### config.mk
export PLATFORM = sky130hd
export DESIGN_NAME = dscc_top
export DESIGN_NICKNAME = d
export VERILOG_FILES = /design/src/dscc_pkg.sv /design/src/dscc_top.sv
export VERILOG_INCLUDE_DIRS = /design/src
export SDC_FILE = /design/constraint.sdc
export NUM_CORES = 1
export LEC_CHECK = 0
export BUFFER_PORTS_ARGS = -buffer_cell sky130_fd_sc_hd__buf_2
export CAP_MARGIN = 25
export CORE_ASPECT_RATIO = 1.2
export CORE_MARGIN = 2
export CORE_UTILIZATION = 45
export DETAILED_ROUTE_END_ITERATION = 10
export GPL_ROUTABILITY_DRIVEN = 0
export GPL_TIMING_DRIVEN = 0
export PLACE_DENSITY_LB_ADDON = 0.05
export SYNTH_ARGS = -nofsm -noshare
export SYNTH_HDL_FRONTEND = slang
export SYNTH_SLANG_ARGS = --single-unit
### constraint.sdc
create_clock -name i_sys_clk -period 2.6 [get_ports i_sys_clk]
set_input_delay 0.52 -clock i_sys_clk [delete_from_list [all_inputs] [get_ports i_sys_clk]]
set_output_delay 0.52 -clock i_sys_clk [all_outputs]
set_load 0.01 [all_outputs]
### src/dscc_consts.svh
`ifndef DSCC_CONSTS_SVH
`define DSCC_CONSTS_SVH

// register indices; byte address is index times four
`define DSCC_CLKCTL_IDX       6'h02
`define DSCC_STATUS_IDX       6'h03
`define DSCC_MODE_IDX         6'h04

// clock control field positions
`define DSCC_BIT_RX_PD        0
`define DSCC_BIT_PRESENT      1
`define DSCC_BIT_OUT_DISABLE  4
`define DSCC_BIT_HALF_SELECT  5
`define DSCC_BIT_DRIVE_SELECT 6
`define DSCC_BIT_TERM_ON      7

// status field positions
`define DSCC_BIT_OVERRUN      0
`define DSCC_BIT_FIFO_EMPTY   1
`define DSCC_BIT_FIFO_FULL    2

// mode field positions
`define DSCC_BIT_PORT_MODE    0

// reset values
`define DSCC_CLKCTL_RESET     8'h00
`define DSCC_MODE_RESET       1'h0

// defaults
`define DSCC_RESOLUTION       16
`define DSCC_FIFO_DEPTH       8
`define DSCC_DET_GAP_CYCLES   16

`endif

### src/dscc_pkg.sv
package dscc_pkg;

  typedef enum logic [1:0] {
    DSCC_CAP_IDLE,
    DSCC_CAP_SEND_A,
    DSCC_CAP_SEND_B
  } dscc_cap_state_t;

  typedef enum logic {
    DSCC_BUS_IDLE,
    DSCC_BUS_ANSWER
  } dscc_bus_state_t;

endpackage

### src/dscc_top.sv
// Function
// - samples are two's complement, zero is mid-scale
// - code range spans full signed N-bit span
// - output updates once per sample clock cycle
// - present flag set only while fast clock seen
// - clock absent forces mid-scale, data path reset
// - present flag is bit 1, read only
// - bit 0 powers down sample clock receiver
// - receiver enabled after reset
// - bit 5 selects divide by two or four
// - divided clock active, quarter rate, low drive
// - bit 6 selects high drive current
// - bit 7 enables divided clock termination
// - bit 4 disables divided clock, high impedance
// - per data clock edge: one word in single mode, an A/B pair in dual
// - mode bit: single uses port B only
// - dual-port: port A word precedes port B
`timescale 1ns/1ns
`include "dscc_consts.svh"

module dscc_fifo #(
  parameter int WIDTH = `DSCC_RESOLUTION,
  parameter int DEPTH = `DSCC_FIFO_DEPTH
) (
  input  wire logic             i_sys_clk,
  input  wire logic             i_resetn,
  input  wire logic             i_flush,
  input  wire logic             i_in_valid,
  output wire logic             o_in_ready,
  input  wire logic [WIDTH-1:0] i_in_data,
  input  wire logic             i_out_ready,
  output wire logic             o_out_valid,
  output wire logic [WIDTH-1:0] o_out_data
);
  localparam int AW = $clog2(DEPTH);

  generate
    if (DEPTH < 2 || (1 << AW) != DEPTH || WIDTH < 1) begin : g_bad_fifo
      $error("fifo depth must be a power of two of at least two");
    end
  endgenerate

  logic [WIDTH-1:0] mem [DEPTH];
  logic [AW:0]      wr_ptr;
  logic [AW:0]      rd_ptr;
  wire              full  = (wr_ptr[AW] != rd_ptr[AW]) && (wr_ptr[AW-1:0] == rd_ptr[AW-1:0]);
  wire              empty = (wr_ptr == rd_ptr);
  wire              push  = i_in_valid && !full;
  wire              pop   = i_out_ready && !empty;

  assign o_in_ready  = !full;
  assign o_out_valid = !empty;
  assign o_out_data  = mem[rd_ptr[AW-1:0]];

  always_ff @(posedge i_sys_clk) begin
    if (!i_resetn || i_flush) begin
      wr_ptr <= '0;
      rd_ptr <= '0;
    end else begin
      if (push) wr_ptr <= wr_ptr + 1'b1;
      if (pop) rd_ptr <= rd_ptr + 1'b1;
    end
  end

  // storage carries no reset; pointers alone define content
  always_ff @(posedge i_sys_clk) begin
    if (push) mem[wr_ptr[AW-1:0]] <= i_in_data;
  end
endmodule // dscc_fifo

module dscc_top #(
  parameter int RESOLUTION = `DSCC_RESOLUTION,
  parameter int FIFO_DEPTH = `DSCC_FIFO_DEPTH,
  parameter int DET_GAP    = `DSCC_DET_GAP_CYCLES
) (
  input  wire logic                  i_sys_clk,
  input  wire logic                  i_resetn,
  input  wire logic [7:0]            i_avs_address,
  input  wire logic                  i_avs_read,
  input  wire logic                  i_avs_write,
  input  wire logic [31:0]           i_avs_writedata,
  input  wire logic [3:0]            i_avs_byteenable,
  output logic      [31:0]           o_avs_readdata,
  output logic                       o_avs_waitrequest,
  input  wire logic                  i_sample_clock_pins,
  input  wire logic                  i_data_clock_in_pins,
  input  wire logic [RESOLUTION-1:0] i_data_port_a_pins,
  input  wire logic [RESOLUTION-1:0] i_data_port_b_pins,
  output logic      [RESOLUTION-1:0] o_dac_code,
  output logic                       o_dac_update,
  output logic                       o_data_path_reset,
  output logic                       o_sample_clock_rx_powerdown,
  output logic                       o_divided_clock_out_p,
  output logic                       o_divided_clock_out_n,
  output logic                       o_divided_clock_out_oe,
  output logic                       o_divided_clock_drive_select,
  output logic                       o_divided_clock_termination_on
);
  localparam int GW = $clog2(DET_GAP + 1);
  localparam logic [GW-1:0] GAP_MAX = GW'(DET_GAP);

  generate
    if (RESOLUTION != 16 && RESOLUTION != 14 && RESOLUTION != 11) begin : g_bad_res
      $error("resolution must be 16, 14 or 11");
    end
    if (DET_GAP < 2) begin : g_bad_gap
      $error("detector gap must be at least two cycles");
    end
  endgenerate

  // register bus
  dscc_pkg::dscc_bus_state_t bus_state;
  logic [7:0]                clkctl;
  logic                      port_mode;
  logic                      overrun;
  logic                      present;

  wire [7:0] clkctl_addr = {`DSCC_CLKCTL_IDX, 2'b00};
  wire [7:0] status_addr = {`DSCC_STATUS_IDX, 2'b00};
  wire [7:0] mode_addr   = {`DSCC_MODE_IDX, 2'b00};
  wire       hit_clkctl  = (i_avs_address == clkctl_addr);
  wire       hit_status  = (i_avs_address == status_addr);
  wire       hit_mode    = (i_avs_address == mode_addr);
  wire       bus_req     = i_avs_read || i_avs_write;
  wire       bus_load    = bus_req && (bus_state == dscc_pkg::DSCC_BUS_IDLE);
  wire       wr_commit   = i_avs_write && (bus_state == dscc_pkg::DSCC_BUS_ANSWER);
  wire       wr_byte0    = wr_commit && i_avs_byteenable[0];
  wire       fifo_empty;
  wire       fifo_full;

  // writable bits only; present and reserved bits are not stored
  wire [7:0] clkctl_wmask = 8'hF1;
  wire [7:0] next_clkctl  = i_avs_writedata[7:0] & clkctl_wmask;
  wire [7:0] clkctl_view  = {clkctl[7:4], 2'b00, present, clkctl[0]};

  wire [31:0] rd_clkctl = {24'h000000, clkctl_view};
  wire [31:0] rd_status = {29'h0, fifo_full, fifo_empty, overrun};
  wire [31:0] rd_mode   = {31'h0, port_mode};
  wire [31:0] next_readdata = hit_clkctl ? rd_clkctl :
                              hit_status ? rd_status :
                              hit_mode   ? rd_mode   : 32'h00000000;

  always_ff @(posedge i_sys_clk) begin
    if (!i_resetn) begin
      bus_state         <= dscc_pkg::DSCC_BUS_IDLE;
      o_avs_waitrequest <= 1'b1;
      o_avs_readdata    <= 32'h00000000;
    end else begin
      case (bus_state)
        dscc_pkg::DSCC_BUS_IDLE: begin
          if (bus_req) begin
            bus_state         <= dscc_pkg::DSCC_BUS_ANSWER;
            o_avs_waitrequest <= 1'b0;
            o_avs_readdata    <= next_readdata;
          end
        end
        dscc_pkg::DSCC_BUS_ANSWER: begin
          bus_state         <= dscc_pkg::DSCC_BUS_IDLE;
          o_avs_waitrequest <= 1'b1;
        end
        default: begin
          bus_state         <= dscc_pkg::DSCC_BUS_IDLE;
          o_avs_waitrequest <= 1'b1;
        end
      endcase
    end
  end

  always_ff @(posedge i_sys_clk) begin
    if (!i_resetn) begin
      clkctl    <= `DSCC_CLKCTL_RESET;
      port_mode <= `DSCC_MODE_RESET;
    end else if (wr_byte0) begin
      if (hit_clkctl) clkctl <= next_clkctl;
      if (hit_mode) port_mode <= i_avs_writedata[`DSCC_BIT_PORT_MODE];
    end
  end

  wire rx_pd       = clkctl[`DSCC_BIT_RX_PD];
  wire out_disable = clkctl[`DSCC_BIT_OUT_DISABLE];
  wire half_select = clkctl[`DSCC_BIT_HALF_SELECT];

  always_ff @(posedge i_sys_clk) begin
    if (!i_resetn) begin
      o_sample_clock_rx_powerdown    <= 1'b0;
      o_divided_clock_drive_select   <= 1'b0;
      o_divided_clock_termination_on <= 1'b0;
    end else begin
      o_sample_clock_rx_powerdown    <= rx_pd;
      o_divided_clock_drive_select   <= clkctl[`DSCC_BIT_DRIVE_SELECT];
      o_divided_clock_termination_on <= clkctl[`DSCC_BIT_TERM_ON];
    end
  end

  // sample clock receiver and detector
  logic [2:0]    sck_sync;
  logic          sck_level;
  logic [GW-1:0] gap;

  wire sck_agree = (sck_sync[1] == sck_sync[2]);
  // a powered-down receiver delivers no edges at all
  wire tick      = sck_agree && sck_sync[2] && !sck_level && !rx_pd;
  wire run_tick  = tick && present;

  always_ff @(posedge i_sys_clk) begin
    if (!i_resetn) begin
      sck_sync  <= 3'h0;
      sck_level <= 1'b0;
    end else begin
      sck_sync <= {sck_sync[1:0], i_sample_clock_pins};
      if (sck_agree) sck_level <= sck_sync[2];
    end
  end

  // rate threshold becomes a maximum gap between rising edges
  always_ff @(posedge i_sys_clk) begin
    if (!i_resetn || rx_pd) begin
      gap     <= GAP_MAX;
      present <= 1'b0;
    end else if (tick) begin
      gap     <= '0;
      present <= (gap < GAP_MAX);
    end else if (gap == GAP_MAX) begin
      present <= 1'b0;
    end else begin
      gap <= gap + 1'b1;
    end
  end

  // divided clock output
  logic half_cnt;
  logic div_q;

  wire div_toggle = tick && (half_select || half_cnt);

  always_ff @(posedge i_sys_clk) begin
    if (!i_resetn || out_disable) begin
      half_cnt <= 1'b0;
      div_q    <= 1'b0;
    end else if (tick) begin
      half_cnt <= !half_cnt;
      if (div_toggle) div_q <= !div_q;
    end
  end

  always_ff @(posedge i_sys_clk) begin
    if (!i_resetn) begin
      o_divided_clock_out_p  <= 1'b0;
      o_divided_clock_out_n  <= 1'b1;
      o_divided_clock_out_oe <= 1'b1;
    end else begin
      o_divided_clock_out_p  <= div_q;
      o_divided_clock_out_n  <= !div_q;
      o_divided_clock_out_oe <= !out_disable;
    end
  end

  // data clock and port capture
  logic [2:0]            dck_sync;
  logic                  dck_level;
  logic [RESOLUTION-1:0] a_sync [3];
  logic [RESOLUTION-1:0] b_sync [3];
  logic [RESOLUTION-1:0] cap_a;
  logic [RESOLUTION-1:0] cap_b;

  dscc_pkg::dscc_cap_state_t cap_state;

  wire dck_agree = (dck_sync[1] == dck_sync[2]);
  // both edges of the data clock count
  wire dck_edge  = dck_agree && (dck_sync[2] != dck_level);

  always_ff @(posedge i_sys_clk) begin
    if (!i_resetn) begin
      dck_sync  <= 3'h0;
      dck_level <= 1'b0;
    end else begin
      dck_sync <= {dck_sync[1:0], i_data_clock_in_pins};
      if (dck_agree) dck_level <= dck_sync[2];
    end
  end

  // data bits travel the same three stages as the clock
  genvar gs;
  generate
    for (gs = 0; gs < 3; gs++) begin : g_data_sync
      wire [RESOLUTION-1:0] a_src;
      wire [RESOLUTION-1:0] b_src;
      // stage zero reads the pins; no out-of-range index on the first stage
      if (gs == 0) begin : g_pin
        assign a_src = i_data_port_a_pins;
        assign b_src = i_data_port_b_pins;
      end else begin : g_chain
        assign a_src = a_sync[gs-1];
        assign b_src = b_sync[gs-1];
      end
      always_ff @(posedge i_sys_clk) begin
        if (!i_resetn) begin
          a_sync[gs] <= '0;
          b_sync[gs] <= '0;
        end else begin
          a_sync[gs] <= a_src;
          b_sync[gs] <= b_src;
        end
      end
    end
  endgenerate

  wire                  fifo_in_ready;
  wire                  fifo_out_valid;
  wire [RESOLUTION-1:0] fifo_out_data;
  wire                  sending  = (cap_state != dscc_pkg::DSCC_CAP_IDLE);
  wire [RESOLUTION-1:0] push_word = (cap_state == dscc_pkg::DSCC_CAP_SEND_A) ? cap_a : cap_b;
  wire                  pushed   = sending && fifo_in_ready;
  // an edge while a captured word is still unpushed is lost, room or not
  wire                  lost     = dck_edge && present && sending;
  wire                  clr_ovr  = wr_byte0 && hit_status && i_avs_writedata[`DSCC_BIT_OVERRUN];

  always_ff @(posedge i_sys_clk) begin
    if (!i_resetn || !present) begin
      cap_state <= dscc_pkg::DSCC_CAP_IDLE;
      cap_a     <= '0;
      cap_b     <= '0;
    end else begin
      case (cap_state)
        dscc_pkg::DSCC_CAP_IDLE: begin
          if (dck_edge) begin
            cap_a <= a_sync[2];
            cap_b <= b_sync[2];
            if (port_mode) cap_state <= dscc_pkg::DSCC_CAP_SEND_B;
            else cap_state <= dscc_pkg::DSCC_CAP_SEND_A;
          end
        end
        dscc_pkg::DSCC_CAP_SEND_A: begin
          if (fifo_in_ready) cap_state <= dscc_pkg::DSCC_CAP_SEND_B;
        end
        dscc_pkg::DSCC_CAP_SEND_B: begin
          if (fifo_in_ready) cap_state <= dscc_pkg::DSCC_CAP_IDLE;
        end
        default: cap_state <= dscc_pkg::DSCC_CAP_IDLE;
      endcase
    end
  end

  always_ff @(posedge i_sys_clk) begin
    if (!i_resetn) overrun <= 1'b0;
    else if (lost) overrun <= 1'b1;
    else if (clr_ovr) overrun <= 1'b0;
  end

  dscc_fifo #(
    .WIDTH (RESOLUTION),
    .DEPTH (FIFO_DEPTH)
  ) u_fifo (
    .i_sys_clk   (i_sys_clk),
    .i_resetn    (i_resetn),
    .i_flush     (!present),
    .i_in_valid  (sending),
    .o_in_ready  (fifo_in_ready),
    .i_in_data   (push_word),
    .i_out_ready (run_tick),
    .o_out_valid (fifo_out_valid),
    .o_out_data  (fifo_out_data)
  );

  assign fifo_empty = !fifo_out_valid;
  assign fifo_full  = !fifo_in_ready;

  // converter code output
  // all-zeros two's complement code is mid-scale; underrun also mutes
  always_ff @(posedge i_sys_clk) begin
    if (!i_resetn || !present) begin
      o_dac_code        <= '0;
      o_dac_update      <= 1'b0;
      o_data_path_reset <= 1'b1;
    end else begin
      o_dac_update      <= run_tick;
      o_data_path_reset <= 1'b0;
      if (run_tick) o_dac_code <= fifo_out_valid ? fifo_out_data : '0;
    end
  end
endmodule // dscc_top
==> results.md <==
* FMAX at 0.437 GHz
* Synth cell types at 54
* Asr flop ratio synth at 0%
* Max VDD drop at 0.481 mV
* Power per cell area at 726 mW/mm2
* CP Data Required Time at 2.86 ns
* Clock latency on the worst-skew pair at 0.55 ns
* Clock Path Buffers at 3
* WP depth at 6
* Final hold slack at 0.168 ns
* Cells after Synth at 807
* Pre-antenna DRT Iters at 7
* Die area at 0.0270 mm2
* CP Data Arrival Time at 2.55 ns
* #FFs+latches synth at 325
* Cell total after placement at 1251
* Starting Density at 45.6%
* Antenna Cells at 0
* Hold endpoint: a_sync[0][8]
* Cell depth of the worst min-delay path at 2
* Critical path peak fanout at 12
* Unrepaired setup endpoints after global routing: no
* Largest delay contributor family on the critical path: simple AND/OR/NAND/NOR gates
* LEAKAGE at 5.70 nW
* Slew HR at 39.8%
* Largest net degree at the start of global routing at 17
* Prevailing post-synth register cell: dfxtp_1
* Postcts setup bufs at 0
* Worst setup SP type: register
* # IOs at 139
* Reg2reg end: u_fifo.mem[5][14]
* Clock skew at 0.00920 ns
* H-tree depth at 1
* Initial drt markers at 180
* Core Footprint at 0.0254 mm2
* CP Class: reg2reg
* # fillers at 2100
* RR Startpoint: u_fifo.wr_ptr[2]
* Status: finished, final reports clean
* Final net count at 1041
* Root Driver: clkbuf_16
* Final Hold Viols at 0
* CP Buf/Inv Count at 2
* Mapped cell area at 0.0116 mm2
* Max Transition Viols Final at 0
* Initial antenna violation count at 0
* Synth warnings at 0
* Top-area cell type share of the netlist area at 34.1%
* Antenna Nets Post-Route at 0
* Crit. End Element: register
* Area Growth Syn to Fin at 18.5%
* Cells along the critical path: buf_6 -> xnor2_1 -> a41oi_2 -> nand2b_1 -> nor2_2 -> buf_16
* Mapped Avg Cell Area at 14.3 um2
* Final core utilization at 54.0%
* Overflow after GRT at 0
* # clock sinks at 325
* Detailed-route vias per instance at 4.87
* Critical Path Max Stage Delay at 0.49 ns
* Setup_tns at 0 ns
* Total routed wirelength at 22.4 mm
* Setup violators final at 0
* Final period util at 88.0%
* Die Y-Extent at 180 um
* Synth area leader: dfxtp_1
* Reg2Reg Depth at 6
* Routed length per instance at 17.1 um
* Slew at the pin closest to its max-slew limit at 0.903 ns
* Synth area leaders: dfxtp_1 (34%), edfxtp_1 (33%), mux4_2 (6.2%), and2_1 (5.7%), mux2i_1 (3.6%)
* Via count of the routed design at 6359
* Dpl hpwl at 15.5 mm
* CTS buffer count at 31
* Hold Startpoint: i_data_port_a_pins[8]
* Worst-path clk slew at 0.06 ns
* CTS tree: built
* Proportion of layout cells with a drive suffix above 1 at 26.3%
* Post-route insts no fill at 1307
* Chip width at 150 um
* Standard-cell row count at 64
* First-pass GRT wire length at 35.6 mm
* Vias in the first global route at 6745
* Tot GR Track Use at 16.9%
* Slowest CP cell: nor2_2
* Final Critical Period at 2.29 ns
* Post-route DRC at 0
* Port bufs at 83
* Max cap viols at 0
* Reg2reg setup slack at 0.31 ns
* Min-Delay Path Class: in2reg
* Post-synthesis sequential area ratio at 67.3%
* Post-synth EDFFs at 128
how the worst max path moves through the flow:
stage	startpoint	endpoint	slack, ns
finish	u_fifo.wr_ptr[2]	u_fifo.mem[5][14]	0.31
global route	u_fifo.wr_ptr[2]	u_fifo.mem[5][11]	0.19
CTS	u_fifo.wr_ptr[0]	u_fifo.mem[1][11]	0.03
detailed placement	u_fifo.wr_ptr[0]	u_fifo.mem[1][11]	0.06
global placement	u_fifo.wr_ptr[0]	u_fifo.mem[1][10]	-0.72
floorplan	u_fifo.wr_ptr[0]	u_fifo.mem[5][0]	0.28
where the power goes:
part / total, mW / internal [mW] / switching [mW] / leakage, nW
Combinational: 0.251 / 0.126 / 0.125 / 2.11
Sequential: 5.35 / 5.33 / 0.0234 / 3.09
Clock: 4.35 / 2.54 / 1.81 / 0.488
Total: 9.96 / 8.00 / 1.96 / 5.70
sequential cells by signal, summed over array words and instances (netlist names), 2 cells and up, named ones only:
| signal | flops |
|---|---|
| b_sync | 48 |
| dck_sync | 3 |
| sck_sync | 3 |
| cap_a | 16 |
| gap | 5 |
| o_avs_readdata | 7 |
| u_fifo.rd_ptr | 4 |
| cap_state | 2 |
| u_fifo.mem | 128 |
| clkctl | 5 |
| u_fifo.wr_ptr | 4 |
| o_dac_code | 16 |
| cap_b | 16 |
| a_sync | 48 |
cells in the mapped netlist, types with 6 or more instances:
master    count
clkbuf_1     22
dfxtp_1     197
and2_1      105
nand4_1       6
inv_1         6
xnor2_1       7
nand3_1       6
buf_1         7
buf_4        28
a22o_1       16
buf_2         7
mux2_2       32
nand2_1      12
nor2_1       54
mux4_2       32
edfxtp_1    128
o21ai_0      10
mux2i_1      42
nor2b_1      16
a21oi_1       9
worst register-to-register path, stage by stage (launching register included):
cell	delay (ns)
dfxtp_1	0.30
buf_6	0.14
xnor2_1	0.16
a41oi_2	0.39
nand2b_1	0.29
nor2_2	0.49
buf_16	0.22
kinds of logic after synthesis:
family	count (synthesis)	share of synthesized area, %
buf+inv	73	3.55
compound gates	51	3.14
flops	325	67.3
fa+ha+maj	5	0.541
other cells	1	0.0324
simple gates	234	11.5
xor+xnor	11	0.833
mux	107	13.1
repair_timing:
item                       CTS  global route
setup endpoints to repair    0            49
hold buffers                 0             0
resized for setup            0             3
routing by layer:
layer / GRT usage [%] / up-vias / part of all wire (%)
met1: 20.2 / 3084 / 42
met5: 0 / - / 0
met3: 2.56 / 31 / 3.6
li1: - / 3116 / -
met4: 4.87 / 0 / 1.9
met2: 30.9 / 128 / 52
layout make-up:
type / instances / area, um2 / share of cell area [%]
clock buffers: 45 / 923 / 6.73
well taps: 330 / 413 / 3.01
flip-flops and latches: 325 / 7790 / 56.8
multi-input cells: 433 / 3510 / 25.6
inverters: 6 / 26.3 / 0.192
plain buffers: 67 / 388 / 2.83
repair buffers: 90 / 583 / 4.25
clock inverters: 11 / 81.3 / 0.593
layout by cell type (no fill, tap or decap), types with 4 or more instances in the layout:
cell type  count
dfxtp_1      197
edfxtp_1     128
and2_1       105
buf_2         90
nor2_1        49
mux2i_1       42
mux2_2        32
mux4_2        32
clkbuf_16     32
buf_4         28
clkbuf_1      27
conb_1        25
nor2b_1       16
a22o_1        16
nand2_1       12
o21ai_0       10
a21oi_1        9
buf_1          7
xnor2_1        7
clkbuf_8       7
nand4_1        6
nand3_1        6
inv_1          5
nand2b_1       5
ha_1           5
buf_16         5
xor2_1         4
nor2_2         4
a22oi_1        4
clkinv_1       4
metrics by stage:
step | worst slack, ns | cell area, um2 | total power, mW
5_1_grt | 0.186 | 13700 | 10.3
2_1_floorplan | 0.276 | 11700 | 5.63
3_5_place_dp | 0.0553 | 12700 | 5.71
3_3_place_gp | -0.720 | 12500 | 5.70
6_report | 0.312 | 13700 | 9.96
4_1_cts | 0.0307 | 13700 | 10.1
Power figures use the tool's default switching activity.
